`src/rfd_params.svh`:
```
/*
 * Offsets, field positions, reset values and timing counts for the
 * resolver fault-detect configuration block. Assumes a 20 MHz pclk.
 */
// Summary of operation
// - Short deglitch select: 35-140 us, resets 111
// - Exciter monitor delay gates low/high faults
// - Enhanced mode picks better-integrity input
// - Phase select: 00 short, 10 open, x1 standard
// - Supply mode bit: 1 external amplifier
// - Open low threshold code, resets 111
// - Open high threshold code, resets 111
// - Config B at index 3, resets 07e2
// - Feed-forward disable bit, active low enable
// - Short combine: 0 AND, 1 OR
`ifndef RFD_PARAMS_SVH
`define RFD_PARAMS_SVH

// Register indices; byte address is four times the index
`define RFD_IDX_CFG_A       4'h2
`define RFD_IDX_CFG_B       4'h3
`define RFD_IDX_IRQ_STATUS  4'h4
`define RFD_IDX_IRQ_MASK    4'h5

// Config B fields
`define RFD_B_SHORT_HI      10
`define RFD_B_SHORT_LO      8
`define RFD_B_EXMON_HI      7
`define RFD_B_EXMON_LO      5
`define RFD_B_PHASE_HI      4
`define RFD_B_PHASE_LO      3
`define RFD_B_SUPPLY        2
`define RFD_B_FF_DIS        1
`define RFD_B_COMBINE       0
`define RFD_B_RW_MASK       16'h07ff
`define RFD_B_RESET         16'h07e2

// Config A fields
`define RFD_A_OPEN_LO_HI    5
`define RFD_A_OPEN_LO_LO    3
`define RFD_A_OPEN_HI_HI    2
`define RFD_A_OPEN_HI_LO    0
`define RFD_A_RW_MASK       16'h003f
`define RFD_A_RESET         16'h003f

// Interrupt layout: bit0 short, bit1 exciter low, bit2 exciter high
`define RFD_IRQ_RESET       3'h0

// Timer figures
`define RFD_CLK_MHZ         20
`define RFD_DELAY_BASE_US   35
`define RFD_DELAY_STEP_US   15
`define RFD_BASE_CYC        (`RFD_DELAY_BASE_US * `RFD_CLK_MHZ)
`define RFD_STEP_CYC        (`RFD_DELAY_STEP_US * `RFD_CLK_MHZ)

`endif

```
`src/rfd_pkg.sv`:
```
/*
 * Types for the resolver fault-detect configuration block.
 * Assumes rfd_params.svh supplies the numeric constants.
 */
package rfd_pkg;
    typedef logic [15:0] rfd_reg_t;
    typedef logic [2:0]  rfd_code_t;
    typedef logic [11:0] rfd_count_t;
    typedef enum logic [1:0] {
        RFD_PH_SHORT,
        RFD_PH_STANDARD,
        RFD_PH_OPEN
    } rfd_phase_mode_t;
endpackage

```
`src/rfd_top.sv`:
```
/*
 * Fault-detect configuration registers with APB slave, deglitch timers,
 * input selection for phase correction and a masked interrupt.
 * Assumes raw comparator levels arrive asynchronously on pins.
 */
`timescale 1ns/1ps
`include "rfd_params.svh"

module rfd_top
    import rfd_pkg::*;
(
    input  wire logic        pclk,                 // 20 MHz clock
    input  wire logic        presetn,              // Async reset, active low
    input  wire logic        psel,                 // APB select
    input  wire logic        penable,              // APB access phase
    input  wire logic        pwrite,               // APB direction
    input  wire logic [31:0] paddr,                // APB byte address
    input  wire logic [31:0] pwdata,               // APB write data
    output logic      [31:0] prdata,               // APB read data
    output logic             pready,               // APB ready
    output logic             pslverr,              // APB error, unmapped
    input  wire logic        sin_short_raw,        // Sine short comparator
    input  wire logic        cos_short_raw,        // Cosine short comparator
    input  wire logic        exc_low_raw,          // Exciter monitor low
    input  wire logic        exc_high_raw,         // Exciter monitor high
    input  wire logic        sin_integrity_ok,     // Sine integrity good
    input  wire logic        cos_integrity_ok,     // Cosine integrity good
    output logic      [2:0]  open_low_threshold_sel,  // To comparators
    output logic      [2:0]  open_high_threshold_sel, // To comparators
    output logic      [2:0]  short_deglitch_sel,      // Short delay code
    output logic      [2:0]  exciter_monitor_delay_sel, // Monitor code
    output logic             phase_standard,       // Standard auto phase
    output logic             phase_open_thresholds,// Enhanced, open levels
    output logic             phase_use_cos,        // Chosen input is cosine
    output logic             exciter_supply_mode,  // 1: external amplifier
    output logic             feedforward_disable,  // 1: feed-forward off
    output logic             short_combine_select, // 1: OR, 0: AND
    output logic             output_short_fault,   // Deglitched short fault
    output logic             exciter_monitor_low_fault,  // Deglitched
    output logic             exciter_monitor_high_fault, // Deglitched
    output logic             irq                   // Level interrupt
);

    rfd_reg_t        cfg_a;
    rfd_reg_t        cfg_b;
    logic [2:0]      irq_status;
    logic [2:0]      irq_mask;
    logic [5:0]      sync1;
    logic [5:0]      sync2;
    logic [2:0]      cond;
    logic [2:0]      fault;
    logic [2:0]      fault_d;
    rfd_code_t       code [3];
    rfd_count_t      limit [3];
    rfd_count_t      cnt [3];
    rfd_phase_mode_t phase_mode;
    logic [3:0]      idx;
    logic            mapped;
    logic            setup;
    logic            done;
    logic [31:0]     next_rdata;
    logic            wr_cfg_a;
    logic            wr_cfg_b;
    logic            wr_mask;
    logic            rd_status;
    logic            sin_short_s;
    logic            cos_short_s;
    logic            exc_low_s;
    logic            exc_high_s;
    logic            sin_ok_s;
    logic            cos_ok_s;
    logic [2:0]      fault_rise;

    // Bus decode: offsets are word indices, so the low two bits must be zero
    // Anything above the last register index is refused with an error
    assign idx    = paddr[5:2];
    assign mapped = (paddr[31:6] == 26'h0) && (paddr[1:0] == 2'h0) &&
                    (idx == `RFD_IDX_CFG_A || idx == `RFD_IDX_CFG_B ||
                     idx == `RFD_IDX_IRQ_STATUS || idx == `RFD_IDX_IRQ_MASK);
    assign setup  = psel && !penable;
    assign done   = psel && penable && pready;

    // Write and read strobes fire only at the completing access edge
    assign wr_cfg_a  = done && pwrite && mapped && (idx == `RFD_IDX_CFG_A);
    assign wr_cfg_b  = done && pwrite && mapped && (idx == `RFD_IDX_CFG_B);
    assign wr_mask   = done && pwrite && mapped && (idx == `RFD_IDX_IRQ_MASK);
    assign rd_status = done && !pwrite && mapped && (idx == `RFD_IDX_IRQ_STATUS);

    // Registering pready off the setup cycle keeps prdata and pready straight from flip-flops, with no wait state
    // The price is a fixed two-cycle transfer, with no back-pressure
    always_ff @(posedge pclk or negedge presetn)
    begin
        if (!presetn)
            pready <= 1'b0;
        else
            pready <= setup;
    end

    // Read data and error are captured in the setup cycle
    always_comb
    begin
        next_rdata = 32'h0;
        unique case (idx)
            `RFD_IDX_CFG_A:      next_rdata = {16'h0, cfg_a};
            `RFD_IDX_CFG_B:      next_rdata = {16'h0, cfg_b};
            `RFD_IDX_IRQ_STATUS: next_rdata = {29'h0, irq_status};
            `RFD_IDX_IRQ_MASK:   next_rdata = {29'h0, irq_mask};
            default:             next_rdata = 32'h0;
        endcase
    end

    // Captured once per transfer, so prdata stands until the next setup
    always_ff @(posedge pclk or negedge presetn)
    begin
        if (!presetn)
        begin
            prdata  <= 32'h0;
            pslverr <= 1'b0;
        end
        else if (setup)
        begin
            prdata  <= (pwrite || !mapped) ? 32'h0 : next_rdata;
            pslverr <= !mapped;
        end
    end

    // Threshold register; only the two open-circuit fields are stored
    // Other bits of this word are reserved and read back as zero
    always_ff @(posedge pclk or negedge presetn)
    begin
        if (!presetn)
            cfg_a <= `RFD_A_RESET;
        else if (wr_cfg_a)
            cfg_a <= pwdata[15:0] & `RFD_A_RW_MASK;
    end

    // Config B; upper five bits are never stored so they read as zero
    always_ff @(posedge pclk or negedge presetn)
    begin
        if (!presetn)
            cfg_b <= `RFD_B_RESET;
        else if (wr_cfg_b)
            cfg_b <= pwdata[15:0] & `RFD_B_RW_MASK;
    end

    // Interrupt mask
    always_ff @(posedge pclk or negedge presetn)
    begin
        if (!presetn)
            irq_mask <= `RFD_IRQ_RESET;
        else if (wr_mask)
            irq_mask <= pwdata[2:0];
    end

    // Field outputs are register bits, so they come straight from flops
    // Fields take effect on the edge at which the write completes
    assign open_low_threshold_sel    = cfg_a[`RFD_A_OPEN_LO_HI:`RFD_A_OPEN_LO_LO];
    assign open_high_threshold_sel   = cfg_a[`RFD_A_OPEN_HI_HI:`RFD_A_OPEN_HI_LO];
    assign short_deglitch_sel        = cfg_b[`RFD_B_SHORT_HI:`RFD_B_SHORT_LO];
    assign exciter_monitor_delay_sel = cfg_b[`RFD_B_EXMON_HI:`RFD_B_EXMON_LO];
    assign exciter_supply_mode       = cfg_b[`RFD_B_SUPPLY];
    assign feedforward_disable       = cfg_b[`RFD_B_FF_DIS];
    assign short_combine_select      = cfg_b[`RFD_B_COMBINE];

    // Two-stage synchronisers for all asynchronous comparator levels
    // Integrity levels pass the same two stages as the fault levels
    always_ff @(posedge pclk or negedge presetn)
    begin
        if (!presetn)
        begin
            sync1 <= 6'h0;
            sync2 <= 6'h0;
        end
        else
        begin
            sync1 <= {cos_integrity_ok, sin_integrity_ok, exc_high_raw,
                      exc_low_raw, cos_short_raw, sin_short_raw};
            sync2 <= sync1;
        end
    end

    // Named taps of the second stage; nothing reads the first stage
    assign sin_short_s = sync2[0];
    assign cos_short_s = sync2[1];
    assign exc_low_s   = sync2[2];
    assign exc_high_s  = sync2[3];
    assign sin_ok_s    = sync2[4];
    assign cos_ok_s    = sync2[5];

    // Short condition combines sine and cosine per the combine bit
    assign cond[0] = short_combine_select ? (sin_short_s | cos_short_s)
                                          : (sin_short_s & cos_short_s);
    // Both exciter monitor faults share the one response delay
    assign cond[1] = exc_low_s;
    assign cond[2] = exc_high_s;
    assign code[0] = short_deglitch_sel;
    assign code[1] = exciter_monitor_delay_sel;
    assign code[2] = exciter_monitor_delay_sel;

    // Deglitch timers; a short monitor delay is software's concern
    for (genvar t = 0; t < 3; t++)
    begin : g_timer
        // 35 us plus 15 us per code step, counted in pclk cycles
        // The limit follows the code at once, so a shorter code cuts a count
        assign limit[t] = rfd_count_t'(`RFD_BASE_CYC) +
                          rfd_count_t'(code[t]) * rfd_count_t'(`RFD_STEP_CYC);

        always_ff @(posedge pclk or negedge presetn)
        begin
            if (!presetn)
            begin
                cnt[t]   <= '0;
                fault[t] <= 1'b0;
            end
            else if (!cond[t])
            begin
                cnt[t]   <= '0;
                fault[t] <= 1'b0;
            end
            else if (cnt[t] >= limit[t] - rfd_count_t'(1))
                fault[t] <= 1'b1;
            else
                cnt[t] <= cnt[t] + rfd_count_t'(1);
        end
    end

    assign output_short_fault         = fault[0];
    assign exciter_monitor_low_fault  = fault[1];
    assign exciter_monitor_high_fault = fault[2];

    // Phase mode decode: low bit set means standard regardless of bit 1
    always_comb
    begin
        if (cfg_b[`RFD_B_PHASE_LO])
            phase_mode = RFD_PH_STANDARD;
        else if (cfg_b[`RFD_B_PHASE_HI])
            phase_mode = RFD_PH_OPEN;
        else
            phase_mode = RFD_PH_SHORT;
    end

    // Decoded mode flags, registered so the outputs come from flip-flops
    always_ff @(posedge pclk or negedge presetn)
    begin
        if (!presetn)
        begin
            phase_standard        <= 1'b0;
            phase_open_thresholds <= 1'b0;
        end
        else
        begin
            phase_standard        <= (phase_mode == RFD_PH_STANDARD);
            phase_open_thresholds <= (phase_mode == RFD_PH_OPEN);
        end
    end

    // Input choice: prefer cosine only when it alone has good integrity
    // Standard mode keeps sine; hysteresis-free, so a flickering sine
    // integrity level makes the choice flicker with it
    always_ff @(posedge pclk or negedge presetn)
    begin
        if (!presetn)
            phase_use_cos <= 1'b0;
        else
            phase_use_cos <= (phase_mode != RFD_PH_STANDARD) &&
                             cos_ok_s && !sin_ok_s;
    end

    // Last fault levels, for rising-edge detection; faults reset to 0 too
    always_ff @(posedge pclk or negedge presetn)
    begin
        if (!presetn)
            fault_d <= 3'h0;
        else
            fault_d <= fault;
    end

    // A fault sets its status bit once, on its rising edge only
    assign fault_rise = fault & ~fault_d;

    // Sticky status: a read clears only the bits it returned, so an event
    // that lands between the setup and access cycles is kept; set wins
    always_ff @(posedge pclk or negedge presetn)
    begin
        if (!presetn)
            irq_status <= `RFD_IRQ_RESET;
        else if (rd_status)
            irq_status <= (irq_status & ~prdata[2:0]) | fault_rise;
        else
            irq_status <= irq_status | fault_rise;
    end

    // Interrupt level, one cycle behind the masked status
    always_ff @(posedge pclk or negedge presetn)
    begin
        if (!presetn)
            irq <= 1'b0;
        else
            irq <= |(irq_status & irq_mask);
    end

endmodule

```
`config.mk`:
```
export PLATFORM = sky130hd
export DESIGN_NAME = rfd_top
export DESIGN_NICKNAME = d
export VERILOG_FILES = /design/src/rfd_pkg.sv /design/src/rfd_top.sv
export VERILOG_INCLUDE_DIRS = /design/src /design/src/src
export SDC_FILE = /design/constraint.sdc
export NUM_CORES = 1
export LEC_CHECK = 0
export ABC_AREA = 1
export ABC_CLOCK_PERIOD_IN_PS = 7700
export BUFFER_PORTS_ARGS = -buffer_cell sky130_fd_sc_hd__buf_4
export CORE_AREA = 3 3 90 134
export CTS_CLUSTER_SIZE = 14
export DETAILED_ROUTE_END_ITERATION = 7
export DIE_AREA = 0 0 93 137
export GPL_ROUTABILITY_DRIVEN = 0
export PLACE_DENSITY = 0.83
export RECOVER_POWER = 100
export REMOVE_ABC_BUFFERS = 1
export SYNTH_ARGS = -nofsm -noshare
export SYNTH_HDL_FRONTEND = slang
export SYNTH_SLANG_ARGS = --single-unit
```
`constraint.sdc`:
```
create_clock -name pclk -period 7.7 [get_ports pclk]
set_clock_uncertainty 0.15 [all_clocks]
set_input_delay 1.54 -clock pclk [delete_from_list [all_inputs] [get_ports pclk]]
set_output_delay 1.54 -clock pclk [all_outputs]
set_load 0.01 [all_outputs]
```
==> results.md <==
* Endpoint of the lowest-slack register-to-register path: cnt[11]
* Leakage component of the power at 3.76 nW
* Initial Utilization at about 57%
* Largest cells by area after synthesis: sky130_fd_sc_hd__dfrtp_1 (32%), sky130_fd_sc_hd__nand2_1 (12%), sky130_fd_sc_hd__ha_1 (9.5%)
* Mapped Cells at 784
* Synth Register Bits at 94
* Worst Max-Slew Pin Slew at 2390 ps
* Global-route wire length before repair at between 20 and 25 mm
* Count of buffers from port buffering at between 80 and 90
* DRC violation total after the first TritonRoute iteration at 217
* Crit path max-delay cell type: sky130_fd_sc_hd__dfstp_1
* Fraction of synthesized cell area taken by the top area cell type at 32.2%
* Distinct cell type count of the synthesized netlist at approximately 40
* Clk slew on worst S/H paths at 70 ps
* Cell area power density at approximately 150 mW/mm^2
* # placed instances at ~1000
* Clock buffer count from CTS at 9
* Post-cts sizing count at 0
* Critical path launch point type: register
* Mapped cell area at 0.00629 sq mm
* Post-synthesis sequential area ratio at a little under two fifths
* Worst endpoint required time at roughly 7800 ps
* Failing checks: capacitance limit, slew limit
* # hold bufs at CTS at 0
* Final core area utilization at a little under two thirds
* Skew-Pair Late Insertion Delay at approximately 350 ps
* Total I/O pin count at 131
* Total chip power at 1.03 mW
* Clock sink count at 94
* Most used standard cells in the synthesized netlist: sky130_fd_sc_hd__nand2_1 (193), sky130_fd_sc_hd__inv_1 (89), sky130_fd_sc_hd__dfrtp_1 (81)
* Routed length on met1 at 5.23 mm
* Die area at approximately 0.013 sq mm
* Number of warnings reported in the yosys synthesis log at 0
* Cell-by-cell trace of the critical path: inv_1 > ha_1 > inv_1 > ha_1 > inv_1 > fa_1 > nand2_1 > nand3_1 > xor2_1 > ha_1 > nand2_1 > inv_1 > a21oi_1 > nand2_1 > nand2_1 > nand2_1 > nand2_1 > nand3_2 > nand2_1 > nand2_1 > nand3_1 > nand2_1
* Final total negative setup slack at 0 ps
* Final setup violation count at 0
* Library cell occupying the most area in the post-synthesis netlist: sky130_fd_sc_hd__dfrtp_1
* Setup repair after global routing missed its margin: no
* Worst Setup Slack, final at around 2800 ps
* Mean routed wirelength per cell at roughly 14 um
* Ratio of routed vias to standard cells at about 5.4
* Met3 layer wire length in the routed design at 646 um
* Post-Syn Area per Cell at about 8 sq um
* Maximum number of buffers from clock root to sink at 2
* Max H-tree Level at 3
* Wirelength, routed at between 10 and 15 mm
* Final cell count without fillers at 1011
* Top cell by count, worst path: sky130_fd_sc_hd__nand2_1
* Overflow left after global routing at 0
* Drt pass-1 iters at 5
* Total number of cells along the worst setup path at 22
* Buf+Inv Stages, Crit Path at 4
* Kind of cell with the highest combined delay on the critical path: simple AND/OR/NAND/NOR gates
* Hold Fails Final Rpt at 0
* Critical path class: reg -> reg
* Largest net degree at the start of global routing at 53
* Most common cell in the synthesized netlist: sky130_fd_sc_hd__nand2_1
* Crit Path Max Fanout at 14
* Slew HR at -59.3%
* Antenna Diode Count at 0
* Remaining DRCs at 0
* Number of nets in the final layout at roughly 1000
* Post-DP HPWL at roughly 10 mm
* Metal2 WL at approximately 7.4 mm
* Worst hold margin at between 150 and 200 ps
* Result of the run: finished, violations left
* Hold Path Class: reg -> reg
* Die extent in y at between 100 and 150 um
* Setup slack after placement at 3570 ps
* Number of global-route vias before repair at ~5000
* Placement-stage cell area at around 0.0069 sq mm
* Die W at 93 um
* Share of flip-flops with an asynchronous set or reset at between 90% and 100%
* ANT nets after route at 0
* Endpoint kind of the worst setup timing path: register
* Most used flip-flop cell after synthesis: sky130_fd_sc_hd__dfrtp_1
* Maximum vdd drop at about 100 uV
* Register-to-register setup slack at approximately 2800 ps
* CP arrival at between 4000 and 5000 ps
* Layout overhead on the synthesized area at 12.2%
* Filler instances at between 900 and 1000
* Final period util at roughly 63%
* Postcts setup bufs at 0
* Number of placement rows at 47
* Number of synthesized flops with an enable pin at 0
* Start of the worst register-to-register path: cfg_b[6]
* Highest routed layer: met4
* Largest stage delay on the critical path at about 740 ps
* Layout cell share with drive strength beyond 1 at 13.5%
* Count of max-cap constraint violations at 1
* Via Count at ~5400
* Initial antenna violation count at 0
* Root buffer cell: sky130_fd_sc_hd__clkbuf_16
* Global-route usage over all layers at about 22%
* Post-layout minimum cycle time at 4860 ps
* Max Fclk at between 200 and 250 MHz
* Capturing instance or port of the critical path: cnt[11]
* Floorplan core area at approximately 0.011 sq mm
* CTS tree: yes
* Final number of max-transition violations at between 40 and 50
* Final non-filler cell area at between 0.007 and 0.008 sq mm
* Worst setup path startpoint: cfg_b[6]
* Depth of the worst register-to-register path at 22
[final cells by class]
cell class | count | area, sq um | area share, %
Inverter | 94 | 353 | 5.00
Timing Repair Buffer | 92 | 597 | 8.45
Sequential cell | 94 | 2370 | 33.6
Tap cell | 147 | 184 | 2.61
Clock inverter | 7 | 80.1 | 1.13
Clock buffer | 9 | 225 | 3.19
Multi-Input combinational cell | 568 | 3250 | 46.1
[flip-flops by register name, summed over array words and instances (netlist names), 3 cells and up]
register and cells:
cfg_a 6, cfg_b 11, cnt 36, fault_d 3
irq_mask 3, irq_status 3, prdata 11, sync1 6
sync2 6
[cells in the final DEF (no fill, tap or decap), types with 25 or more instances in the layout]
cell type / count
sky130_fd_sc_hd__nand3_1: 76
sky130_fd_sc_hd__buf_4: 59
sky130_fd_sc_hd__nand2_1: 198
sky130_fd_sc_hd__clkbuf_1: 25
sky130_fd_sc_hd__inv_1: 90
sky130_fd_sc_hd__nor2_1: 57
sky130_fd_sc_hd__xor2_1: 31
sky130_fd_sc_hd__dfrtp_1: 81
sky130_fd_sc_hd__nand4_1: 32
sky130_fd_sc_hd__ha_1: 48
[worst min-delay path by stage]
stage,startpoint,endpoint,depth (start not counted)
after floorplan,sync1[0],sync2[0],0
after global routing,sync1[4],sync2[4],0
after CTS,sync1[3],sync2[3],0
after global placement,sync1[4],sync2[4],0
final,sync1[1],sync2[1],0
after detailed placement,sync1[3],sync2[3],0
[worst reg2reg max path, cell delays in order, from the launching register on]
cell and delay [ps]:
sky130_fd_sc_hd__dfstp_1 740, sky130_fd_sc_hd__inv_1 110, sky130_fd_sc_hd__ha_1 340, sky130_fd_sc_hd__inv_1 70, sky130_fd_sc_hd__ha_1 170, sky130_fd_sc_hd__inv_1 70
sky130_fd_sc_hd__fa_1 580, sky130_fd_sc_hd__nand2_1 70, sky130_fd_sc_hd__nand3_1 120, sky130_fd_sc_hd__xor2_1 280, sky130_fd_sc_hd__ha_1 300, sky130_fd_sc_hd__nand2_1 100
sky130_fd_sc_hd__inv_1 40, sky130_fd_sc_hd__a21oi_1 150, sky130_fd_sc_hd__nand2_1 70, sky130_fd_sc_hd__nand2_1 70, sky130_fd_sc_hd__nand2_1 50, sky130_fd_sc_hd__nand2_1 70
sky130_fd_sc_hd__nand3_2 70, sky130_fd_sc_hd__nand2_1 370, sky130_fd_sc_hd__nand2_1 510, sky130_fd_sc_hd__nand3_1 190, sky130_fd_sc_hd__nand2_1 80
[report_power, final]
part / internal, mW / total [mW] / switching, mW
Clock: 0.256 / 0.456 / 0.200
Combinational: 0.0260 / 0.0618 / 0.0357
Sequential: 0.503 / 0.516 / 0.0124
[per-layer routing]
metal	vias to the layer above	GRT usage (%)
li1	2663	-
met1	2583	23.1
met2	138	41.8
met3	31	3.96
met4	0	10.4
met5	-	0
[cells by family after synthesis]
| logic type | count (synthesis) | share of synthesized area [%] |
|---|---|---|
| compound gates | 48 | 4.37 |
| buf+inv | 142 | 11.0 |
| simple gates | 411 | 31.5 |
| fa+ha+maj | 50 | 10.2 |
| other cells | 1 | 0.0596 |
| flops | 94 | 37.6 |
| xor+xnor | 38 | 5.29 |
(Power assumes the default switching activity.)
